$ cat src/hw/rsq_pkg.sv
// Package for the reset sequencer: source indices, states, port group types.
// Assumes a single 100 MHz system clock domain.
package rsq_pkg;

  localparam int unsigned NUM_SOURCES   = 9;
  localparam int unsigned SRC_POWER_ON  = 0;
  localparam int unsigned SRC_PIN       = 1;
  localparam int unsigned SRC_COMPARE   = 2;
  localparam int unsigned SRC_SOFTWARE  = 3;
  localparam int unsigned SRC_SUPPLY    = 4;
  localparam int unsigned SRC_WATCHDOG  = 5;
  localparam int unsigned SRC_CLOCK     = 6;
  localparam int unsigned SRC_FLASH     = 7;
  localparam int unsigned SRC_RTC       = 8;

  localparam int unsigned PORT_WIDTH    = 8;
  localparam int unsigned PC_WIDTH      = 16;

  localparam logic [7:0]  BOOT_SIGNATURE   = 8'hA5;
  localparam logic [15:0] RESET_VECTOR     = 16'h0000;
  localparam logic [15:0] BOOT_VECTOR_DEF  = 16'h1E00;
  localparam logic [15:0] SIG_ADDR_DEF     = 16'h1FFE;

  localparam logic [PORT_WIDTH-1:0] PORT_LATCH_RESET = 8'hFF;
  localparam logic [PORT_WIDTH-1:0] PORT_OD_RESET    = 8'hFF;

  typedef enum logic [2:0] {
    RSQ_RUN,
    RSQ_HOLD,
    RSQ_SIG_REQ,
    RSQ_SIG_WAIT,
    RSQ_RELEASE
  } rsq_state_t;

  // Conditions forced on the rest of the chip
  typedef struct packed {
    logic                  core_halt;
    logic                  reg_reset;
    logic                  por_reset;
    logic                  irq_disable;
    logic                  timer_disable;
    logic                  ram_hold;
    logic [PORT_WIDTH-1:0] port_latch;
    logic [PORT_WIDTH-1:0] port_open_drain;
    logic                  weak_pullup_en;
  } rsq_force_t;

  // Machine state set on leaving reset
  typedef struct packed {
    logic                pc_load;
    logic [PC_WIDTH-1:0] pc_value;
    logic                clk_sel_internal;
    logic                watchdog_timer_en;
    logic                boot_present;
  } rsq_exit_t;

endpackage

$ cat src/hw/rsq_cause.sv
// Sticky record of every reset cause seen since reset_n.
// Assumes requests are synchronous to clk_sys.
`timescale 1ns/10ps
`default_nettype none
module rsq_cause (
  input  wire logic                          clk_sys,
  input  wire logic                          reset_n,
  input  wire logic                          capture,
  input  wire logic [rsq_pkg::NUM_SOURCES-1:0] request,
  output logic      [rsq_pkg::NUM_SOURCES-1:0] cause
);

  typedef struct packed {
    logic [rsq_pkg::NUM_SOURCES-1:0] cause;
  } rsq_cause_state_t;

  rsq_cause_state_t state;
  rsq_cause_state_t next_state;

  always_comb begin
    next_state = state;
    // Accumulate while held so overlapping sources are all kept
    if (capture) begin
      next_state.cause = state.cause | request;
    end
  end

  always_ff @(posedge clk_sys or negedge reset_n) begin
    if (!reset_n) begin
      state.cause <= 9'h001;
    end else begin
      state <= next_state;
    end
  end

  assign cause = state.cause;

endmodule
`default_nettype wire

$ cat src/hw/rsq_top.sv
// Reset entry and exit sequencer with boot vector selection.
// Assumes reset requests are synchronous levels and the flash answers a
// signature read with a one-cycle valid pulse.
// Contract
// - Any of the nine reset sources puts the device into reset.
// - Entering reset halts the core.
// - Registers load reset values; power-on-only bits keep value otherwise.
// - Entering reset disables interrupts and timers.
// - Reset never alters on-chip RAM contents.
// - During reset port latches are one with open-drain pins.
// - Weak pull-ups are on during and after reset.
// - Supply monitor or power-on reset drives the reset pin low.
// - Watchdog reset leaves the reset pin undriven.
// - Exit clears program counter and selects internal oscillator.
// - Exit leaves watchdog timer enabled and running.
// - Bootloader present only when signature byte equals 0xA5.
// - With bootloader present, fetch starts at bootloader vector.
// - Without bootloader, execution starts at address 0x0000.
`timescale 1ns/10ps
`default_nettype none
module rsq_top #(
  parameter logic [15:0] BOOT_VECTOR = rsq_pkg::BOOT_VECTOR_DEF,
  parameter logic [15:0] SIG_ADDR    = rsq_pkg::SIG_ADDR_DEF
) (
  input  wire logic                            clk_sys,
  input  wire logic                            reset_n,
  input  wire logic                            req_power_on,
  input  wire logic                            req_pin,
  input  wire logic                            req_compare,
  input  wire logic                            req_software,
  input  wire logic                            req_supply,
  input  wire logic                            req_watchdog,
  input  wire logic                            req_clock,
  input  wire logic                            req_flash,
  input  wire logic                            req_rtc,
  input  wire logic                            sig_valid,
  input  wire logic [7:0]                      sig_data,
  output logic                                 sig_read,
  output logic      [15:0]                     sig_addr,
  output rsq_pkg::rsq_force_t                  force_out,
  output rsq_pkg::rsq_exit_t                   exit_out,
  output logic                                 external_reset_line_n_out,
  output logic                                 external_reset_line_n_oe,
  output logic      [rsq_pkg::NUM_SOURCES-1:0] reset_cause
);

  typedef struct packed {
    rsq_pkg::rsq_state_t  fsm;
    rsq_pkg::rsq_force_t  frc;
    rsq_pkg::rsq_exit_t   ext;
    logic                 sig_read;
    logic                 pin_drive;
    logic                 por_seen;
    logic                 pin_level;
    logic [15:0]          addr;
  } rsq_top_state_t;

  rsq_top_state_t state;
  rsq_top_state_t next_state;
  logic [rsq_pkg::NUM_SOURCES-1:0] request;
  logic                            any_request;

  // Gather all sources into one vector, bit order as the package indices
  assign request = {
    req_rtc,
    req_flash,
    req_clock,
    req_watchdog,
    req_supply,
    req_software,
    req_compare,
    req_pin,
    req_power_on
  };
  assign any_request = |request;

  function automatic logic is_halted(input rsq_pkg::rsq_state_t fsm);
    // Every state but RUN keeps the core stopped
    is_halted = (fsm != rsq_pkg::RSQ_RUN);
  endfunction

  function automatic logic drives_pin(input logic [rsq_pkg::NUM_SOURCES-1:0] src);
    // Only power-on and supply monitor pull the pin; watchdog does not
    drives_pin = src[rsq_pkg::SRC_POWER_ON] | src[rsq_pkg::SRC_SUPPLY];
  endfunction

  // Same forced set for every source; only the power-on bit differs
  function automatic rsq_pkg::rsq_force_t forced(input logic por);
    forced.core_halt       = 1'b1;
    forced.reg_reset       = 1'b1;
    forced.por_reset       = por;
    forced.irq_disable     = 1'b1;
    forced.timer_disable   = 1'b1;
    forced.ram_hold        = 1'b1;
    forced.port_latch      = rsq_pkg::PORT_LATCH_RESET;
    forced.port_open_drain = rsq_pkg::PORT_OD_RESET;
    forced.weak_pullup_en  = 1'b1;
  endfunction

  // One signature read per exit, then one exit cycle.
  // Any request before the exit cycle goes back to HOLD; the price is a
  // second flash read, the gain is that no short request is ever lost.
  always_comb begin
    next_state = state;
    next_state.sig_read    = 1'b0;
    next_state.ext.pc_load = 1'b0;
    // Late or short sources still widen the entry conditions
    if (is_halted(state.fsm)) begin
      next_state.por_seen      = state.por_seen | request[rsq_pkg::SRC_POWER_ON];
      next_state.frc.por_reset = next_state.por_seen;
      next_state.pin_drive     = state.pin_drive | drives_pin(request);
    end

    case (state.fsm)
      rsq_pkg::RSQ_RUN: begin
        // Entry forces everything at the same edge
        if (any_request) begin
          next_state.fsm       = rsq_pkg::RSQ_HOLD;
          next_state.por_seen  = request[rsq_pkg::SRC_POWER_ON];
          next_state.frc       = forced(request[rsq_pkg::SRC_POWER_ON]);
          next_state.pin_drive = drives_pin(request);
        end
      end
      rsq_pkg::RSQ_HOLD: begin
        // Flash is not touched until every source has dropped
        if (!any_request) begin
          next_state.fsm      = rsq_pkg::RSQ_SIG_REQ;
        end
      end
      rsq_pkg::RSQ_SIG_REQ: begin
        if (any_request) begin
          next_state.fsm      = rsq_pkg::RSQ_HOLD;
        end else begin
          next_state.sig_read = 1'b1;
          next_state.fsm      = rsq_pkg::RSQ_SIG_WAIT;
        end
      end
      rsq_pkg::RSQ_SIG_WAIT: begin
        // Flash data is trusted only on its valid pulse
        if (any_request) begin
          next_state.fsm = rsq_pkg::RSQ_HOLD;
        end else if (sig_valid) begin
          next_state.ext.boot_present = (sig_data == rsq_pkg::BOOT_SIGNATURE);
          next_state.fsm = rsq_pkg::RSQ_RELEASE;
        end
      end
      rsq_pkg::RSQ_RELEASE: begin
        if (any_request) begin
          // A pulse here is gone by the next cycle, so stay halted
          next_state.fsm                   = rsq_pkg::RSQ_HOLD;
        end else begin
          // Exit actions in one cycle, then the core runs
          next_state.ext.pc_load           = 1'b1;
          next_state.ext.pc_value          = state.ext.boot_present ?
                                             BOOT_VECTOR : rsq_pkg::RESET_VECTOR;
          next_state.ext.clk_sel_internal  = 1'b1;
          next_state.ext.watchdog_timer_en = 1'b1;
          next_state.frc.core_halt         = 1'b0;
          next_state.frc.reg_reset         = 1'b0;
          next_state.frc.por_reset         = 1'b0;
          next_state.frc.irq_disable       = 1'b0;
          next_state.frc.timer_disable     = 1'b0;
          next_state.frc.ram_hold          = 1'b0;
          next_state.frc.weak_pullup_en    = 1'b1;
          next_state.pin_drive             = 1'b0;
          next_state.por_seen              = 1'b0;
          next_state.fsm                   = rsq_pkg::RSQ_RUN;
        end
      end
      default: begin
        next_state.fsm = rsq_pkg::RSQ_HOLD;
      end
    endcase
  end

  always_ff @(posedge clk_sys or negedge reset_n) begin
    if (!reset_n) begin
      // Asynchronous reset counts as power-on
      state.fsm                   <= rsq_pkg::RSQ_HOLD;
      state.frc.core_halt         <= 1'b1;
      state.frc.reg_reset         <= 1'b1;
      state.frc.por_reset         <= 1'b1;
      state.frc.irq_disable       <= 1'b1;
      state.frc.timer_disable     <= 1'b1;
      state.frc.ram_hold          <= 1'b1;
      state.frc.port_latch        <= rsq_pkg::PORT_LATCH_RESET;
      state.frc.port_open_drain   <= rsq_pkg::PORT_OD_RESET;
      state.frc.weak_pullup_en    <= 1'b1;
      state.ext.pc_load           <= 1'b0;
      state.ext.pc_value          <= rsq_pkg::RESET_VECTOR;
      state.ext.clk_sel_internal  <= 1'b1;
      state.ext.watchdog_timer_en <= 1'b1;
      state.ext.boot_present      <= 1'b0;
      state.sig_read              <= 1'b0;
      state.pin_drive             <= 1'b1;
      state.por_seen              <= 1'b1;
      state.pin_level             <= 1'b0;
      state.addr                  <= SIG_ADDR;
    end else begin
      state <= next_state;
    end
  end

  // Cause record is for observation only; it never gates the exit
  rsq_cause u_cause (
    .clk_sys (clk_sys),
    .reset_n (reset_n),
    .capture (is_halted(state.fsm) | any_request),
    .request (request),
    .cause   (reset_cause)
  );

  assign force_out                 = state.frc;
  assign exit_out                  = state.ext;
  assign sig_read                  = state.sig_read;
  // Fixed address and pin level still come from flops, like every output
  assign sig_addr                  = state.addr;
  // Open-drain pin: level stays low, only the enable moves
  assign external_reset_line_n_out = state.pin_level;
  assign external_reset_line_n_oe  = state.pin_drive;

endmodule
`default_nettype wire

$ cat config.mk
export PLATFORM = sky130hd
export DESIGN_NAME = rsq_top
export DESIGN_NICKNAME = d
export VERILOG_FILES = /design/src/hw/rsq_pkg.sv /design/src/hw/rsq_cause.sv /design/src/hw/rsq_top.sv
export SDC_FILE = /design/constraint.sdc
export NUM_CORES = 1
export LEC_CHECK = 0
export BUFFER_PORTS_ARGS = -buffer_cell sky130_fd_sc_hd__buf_2
export CORE_ASPECT_RATIO = 2
export CORE_UTILIZATION = 45
export DETAILED_ROUTE_END_ITERATION = 10
export PLACE_DENSITY = 0.85
export SYNTH_ARGS = -nofsm -noshare
export SYNTH_HDL_FRONTEND = slang
export SYNTH_SLANG_ARGS = --single-unit
$ cat constraint.sdc
create_clock -name clk_sys -period 3.75 [get_ports clk_sys]
set_input_delay 0.75 -clock clk_sys [delete_from_list [all_inputs] [get_ports clk_sys]]
set_output_delay 0.75 -clock clk_sys [all_outputs]
set_load 0.01 [all_outputs]
Yosys cells after proc, flatten, opt, wreduce, memory -nomap -nowiden

Index checks and enable logic that the tools add are counted.

Eq/ne operators: 9
Bitwise gates (word level): 6
Reductions and logical operators: 8
Muxes and demuxes: 20

Operators with widths:

| kind                                                | number |
|---|---|
| 2-to-1 mux 26 bit                                   | 1 |
| 2-to-1 mux 20 bit                                   | 1 |
| 2-to-1 mux 19 bit                                   | 1 |
| case mux 3 bit (5 select lines)                     | 1 |
| 2-to-1 mux 13 bit                                   | 1 |
| case mux 6 bit (2 select lines)                     | 1 |
| 2-to-1 mux 3 bit                                    | 3 |
| OR 9 bit                                            | 1 |
| AND reduction 3 bit                                 | 3 |
| OR reduction 9 bit                                  | 1 |
| equality test 8 bit, second input constant          | 1 |
| 2-to-1 mux 2 bit                                    | 4 |
| equality test 3 x 2 -> 1 bit, second input constant | 2 |
| 2-to-1 mux 6 bit                                    | 1 |
| != test 2 bit, second input constant                | 3 |
| 2-to-1 mux 1 bit                                    | 4 |
| OR 1 bit                                            | 4 |
| case mux 2 bit (2 select lines)                     | 1 |
| equality test 3 x 1 -> 1 bit, second input constant | 1 |
| equality test 3 bit, second input constant          | 1 |
| logical NOT 3 bit                                   | 1 |
| != test 3 bit, second input constant                | 1 |
| nonzero test 3 bit                                  | 1 |
| case mux 1 bit (2 select lines)                     | 1 |
| 3 further kinds                                     | 3 |

Output and inout port bits: 71
Input bits: 20
Logic and storage cells: 58
Flip-flop bits (word level): 40

Logic depth before layout (Yosys ltp)

Word-level depth: 5
Gate-level depth with buffers: 5
Gate-level depth less buffers: 5

Modules after synthesis

Synthesis repeated with hierarchy kept, for this count alone.

Cells, all modules: 141
Area, all modules: 1401.3 um^2

By module, submodules not included:

| module    | sequential area each (um^2) | area an instance (um^2) | instances | cells each |
|---|---|---|---|---|
| rsq_top   | 307.8                       | 1096.1                  | 1         | 122 |
| rsq_cause | 226.5                       | 305.3                   | 1         | 19 |

Worst setup path after synthesis

OpenSTA, ideal clock, no wires.

Path kind: input -> register
Start point: input port req_watchdog
End point: register state[63] (netlist bit)
Data required time: 3.659 ns
Cell stages on the path: 5
Arrival time: 1.926 ns
Setup slack: 1.734 ns
Setup time: 0.091 ns
Path buffers: 0
Cells stage by stage: nor4_4 nand3_2 ha_1 a2111oi_0 nor3_1

Cells in the longest elaborated chain, start to end: 3
Elaborated cells on any way between the ends: 8
Classes of those cells: eq/ne: 3; mux: 3; reduce/logical: 2

RTL lines:

| item                                                                          | line           | text |
|---|---|---|
| start: declaration                                                            | rsq_top.sv:32  | `input wire logic req_watchdog,` |
| OR reduction 9 bit (*)                                                        | rsq_top.sv:75  | `assign any_request = \|request;` |
| 2-to-1 mux 1 bit, or another cell as far along                                | rsq_top.sv:148 | `if (any_request) begin` |
| case mux 3 bit (5 select lines) / AND reduction 3 bit (equally long branches) | n/a            |  |
| end signal: assignment                                                        | rsq_top.sv:200 | `state <= next_state;` |
| end: declaration                                                              | rsq_top.sv:58  | `rsq_top_state_t state;` |

Mark *: on every way between the ends. The rest lies on a longest branch, timed or not.
A chain may end at the register's enable or synchronous reset.

Worst setup path after layout

Same ends and word-level chain as after synthesis.

==> reports/results.tsv <==
stage	metric	value	unit
critical_path	max_stage_delay	0.45	ns
synthesis	ys_types	30	
global_routing	gr-usage-all-layers	14.0	%
critical_path	required	3.93	ns
floorplan	die-area	3250	µm²
floorplan	die_x	40.8	µm
critical_path	path_max_fanout	6	
clock_tree	root_buffer	clkbuf_8	
critical_path	critPathArrivalTime	2.28	ns
place	gp_congestion	0.756	
clock_tree	clk_pin_slew	0.08	ns
timing	skew	0.00622	ns
final_layout	fill_cells	277	
drt	route.met2.wl	1.21	mm
critical_path	crit_family	simple AND/OR/NAND/NOR gates	
clock_tree	cts_tree	built	
timing	setup_tns	0	ns
clock_tree	cts_resized	0	
synthesis	avgSynthCellArea	9.96	µm²
synthesis	synth-seq-cells	21	
place	dp_cells	193	
final_layout	finalNonFillerCells	197	
place	post-place-ws	1.41	ns
synthesis	yosys.area.top_type	buf_4	
place	place_hpwl	1.75	mm
timing	setup_slack	1.65	ns
synthesis	ys_top_cells_by_area	buf_4, dfrtp_1, dfstp_2	
drt	firstDrtPassIters	6	
global_routing	grt_overflow	0	
floorplan	num_rows	27	
synthesis	ys_top_cells_by_count	buf_4, dfrtp_1, or2_2, dfstp_2, nor2_1	
drt	viasPerCell	4.50	
clock_tree	tritoncts.num_buffers	3	
floorplan	pin_count	91	
power_and_ir_drop	p_per_area	307	nW/µm²
timing	fin_crit	2.10	ns
power_and_ir_drop	peakVddDrop	0.222	mV
floorplan	coreArea	2800	µm²
synthesis	synth-main-ff-cell	dfrtp_1	
final_layout	drive_above_1_share	42.3	%
floorplan	die_h	79.6	µm
synthesis	ys_warn_count	0	
critical_path	critPathBufInv	1	
drt	ant_nets	0	
power_and_ir_drop	p_comb_share	10.3	%
power_and_ir_drop	p_leak	0.662	nW
clock_tree	clock_sinks	21	
power_and_ir_drop	clock_power_share	35.8	%
final_layout	finalNetCount	191	
synthesis	yosysTopAreaCellShare	33.2	%
critical_path	setup.worst_path.class	in2reg	
global_routing	grt_antenna_before_repair	0	
synthesis	synth_async_sr_flop_share	100	%
power_and_ir_drop	seq_power_share	53.9	%
drt	wl_met3	143	µm
critical_path	path_cells	buf_2 > nor4_4 > nand3_2 > ha_1 > a2111oi_0 > nor3_1	
global_routing	grt_pass1_wl	3.13	mm
drt	remaining_drc_errors	0	
hold_path	hp-class	in2async	
drt	wl_per_cell	10.6	µm
critical_path	cp_slowest_cell	a2111oi_0	
power_and_ir_drop	p_sw	0.109	mW
critical_path	worstSetupEndpointType	register	
drt	initialDrtViolationCount	23	
power_and_ir_drop	sw_frac_of_total	26.0	%
outcome	status	finished, final reports clean	
clock_tree	htreeDepth	1	
timing	whs	0.421	ns
clock_tree	cts_buffer_depth	2	
drt	top_layer	met4	
final_layout	syn_to_final_growth	1.39	%
global_routing	grt_pass1_vias	729	
timing	setup_violations	0	
run	maxCapViolCount	0	
timing	rsz0062_at_grt	false	
synthesis	synth_edf_count	0	
clock_tree	clk_latency	0.26	ns
drt	wl_met1	652	µm
critical_path	start_kind	input pin	
power_and_ir_drop	p_int	0.312	mW
drt	finalWirelength	2.10	mm
timing	hold_viol	0	
place	port_buffers	43	
timing	slew_violations	0	
drt	via_count	887	
global_routing	grt_max_degree	22	
final_layout	diodes	0	
floorplan	initial_core_util	48.3	%
synthesis	netlist_area	1360	µm²
synthesis	synthMostInstantiatedCell	buf_4	
timing	fin_crit_sh	55.9	%
clock_tree	cts_hold_buf	0	
timing	fmax	0.477	GHz
clock_tree	post_cts_buffers	0	
final_layout	finalCoreUtilization	49.0	%
synthesis	syn_inst	136	
synthesis	yosysSeqAreaShare	39.4	%
==> worst register-to-register path, delay by kind of cell, from the launching register on <==
family | cells | cell delay, ns
adders and majority gates | 1 | 0.24
DFF | 1 | 0.59
and+or+nand+nor | 3 | 0.34
AOI/OAI and AO/OA | 1 | 0.45
==> power groups by stage <==
| stage | logic (mW) | clock network [mW] | registers (mW) |
|---|---|---|---|
| 2_1_floorplan | 0.0618 | 0 | 0.231 |
| 3_3_place_gp | 0.0427 | 0 | 0.231 |
| 3_5_place_dp | 0.0431 | 0 | 0.231 |
| 4_1_cts | 0.0431 | 0.157 | 0.227 |
| 5_1_grt | 0.0503 | 0.161 | 0.227 |
| 6_report | 0.0433 | 0.151 | 0.227 |
==> path summary, 6_finish.rpt <==
check,start,end,slack [ns],depth (start not counted)
worst min-delay path,reset_n,u_cause.cause[8]$_DFFE_PN0P_,0.42,1
max in group asynchronous,reset_n,state[63]$_DFFE_PN1P_,2.98,1
worst max-delay path,req_watchdog,state[63]$_DFFE_PN1P_,1.65,6
min in group clk_sys,u_cause.cause[5]$_DFFE_PN0P_,u_cause.cause[5]$_DFFE_PN0P_,0.47,1
worst max register to register,state[63]$_DFFE_PN1P_,state[63]$_DFFE_PN1P_,2.05,5
worst min register to register,u_cause.cause[5]$_DFFE_PN0P_,u_cause.cause[5]$_DFFE_PN0P_,0.47,1
==> cell families after synthesis <==
| group | share of synthesized area (%) |
|---|---|
| other | 0.554 |
| xor gates and xnor gates | 0.646 |
| buffers and inverters | 33.8 |
| DFF | 39.4 |
| muxes | 1.66 |
| adders and majority gates | 1.85 |
| AOI/OAI and AO/OA | 5.63 |
| and+or+nand+nor | 16.4 |
==> sequential cells by signal (all words and copies together), names as in the netlist <==
signal / flops
exit_out: 3
force_out: 3
external_reset_line_n_oe: 1
state: 4
sig_read: 1
u_cause.cause: 9
==> placed cells by master (no fill, tap or decap), drive strengths merged, types with 3 or more instances in the layout <==
| master | netlist | layout |
|---|---|---|
| dfrtp | 14 | 14 |
| buf | 60 | 43 |
| dfstp | 7 | 7 |
| nand2 | 5 | 5 |
| nor3 | 3 | 3 |
| or2 | 11 | 11 |
| clkbuf | 0 | 3 |
| nor2 | 6 | 6 |
| nor4 | 3 | 3 |
| conb | 2 | 47 |
==> cell type report <==
cell class              instances  area [µm²]  share of cell area, %
flip-flops and latches         21         534                   38.9
clock inverters                 1        7.51                  0.546
inverters                       2        7.51                  0.546
repair buffers                 43         215                   15.7
multi-input cells              98         532                   38.7
well taps                      29        36.3                   2.64
clock buffers                   3        41.3                   3.01
==> layer usage <==
layer  track usage, %  vias up
li1                 -      408
met1             14.1      405
met2             23.3       66
met3            0.557        8
met4             12.3        0
met5                0        -
==> per-stage QoR <==
stage / power (mW) / area, µm²
global placement: 0.274 / 1330
CTS: 0.427 / 1370
finish: 0.421 / 1370
floorplan: 0.293 / 1520
global route: 0.439 / 1370
detailed placement: 0.274 / 1330
Power figures use the tool's default switching activity.
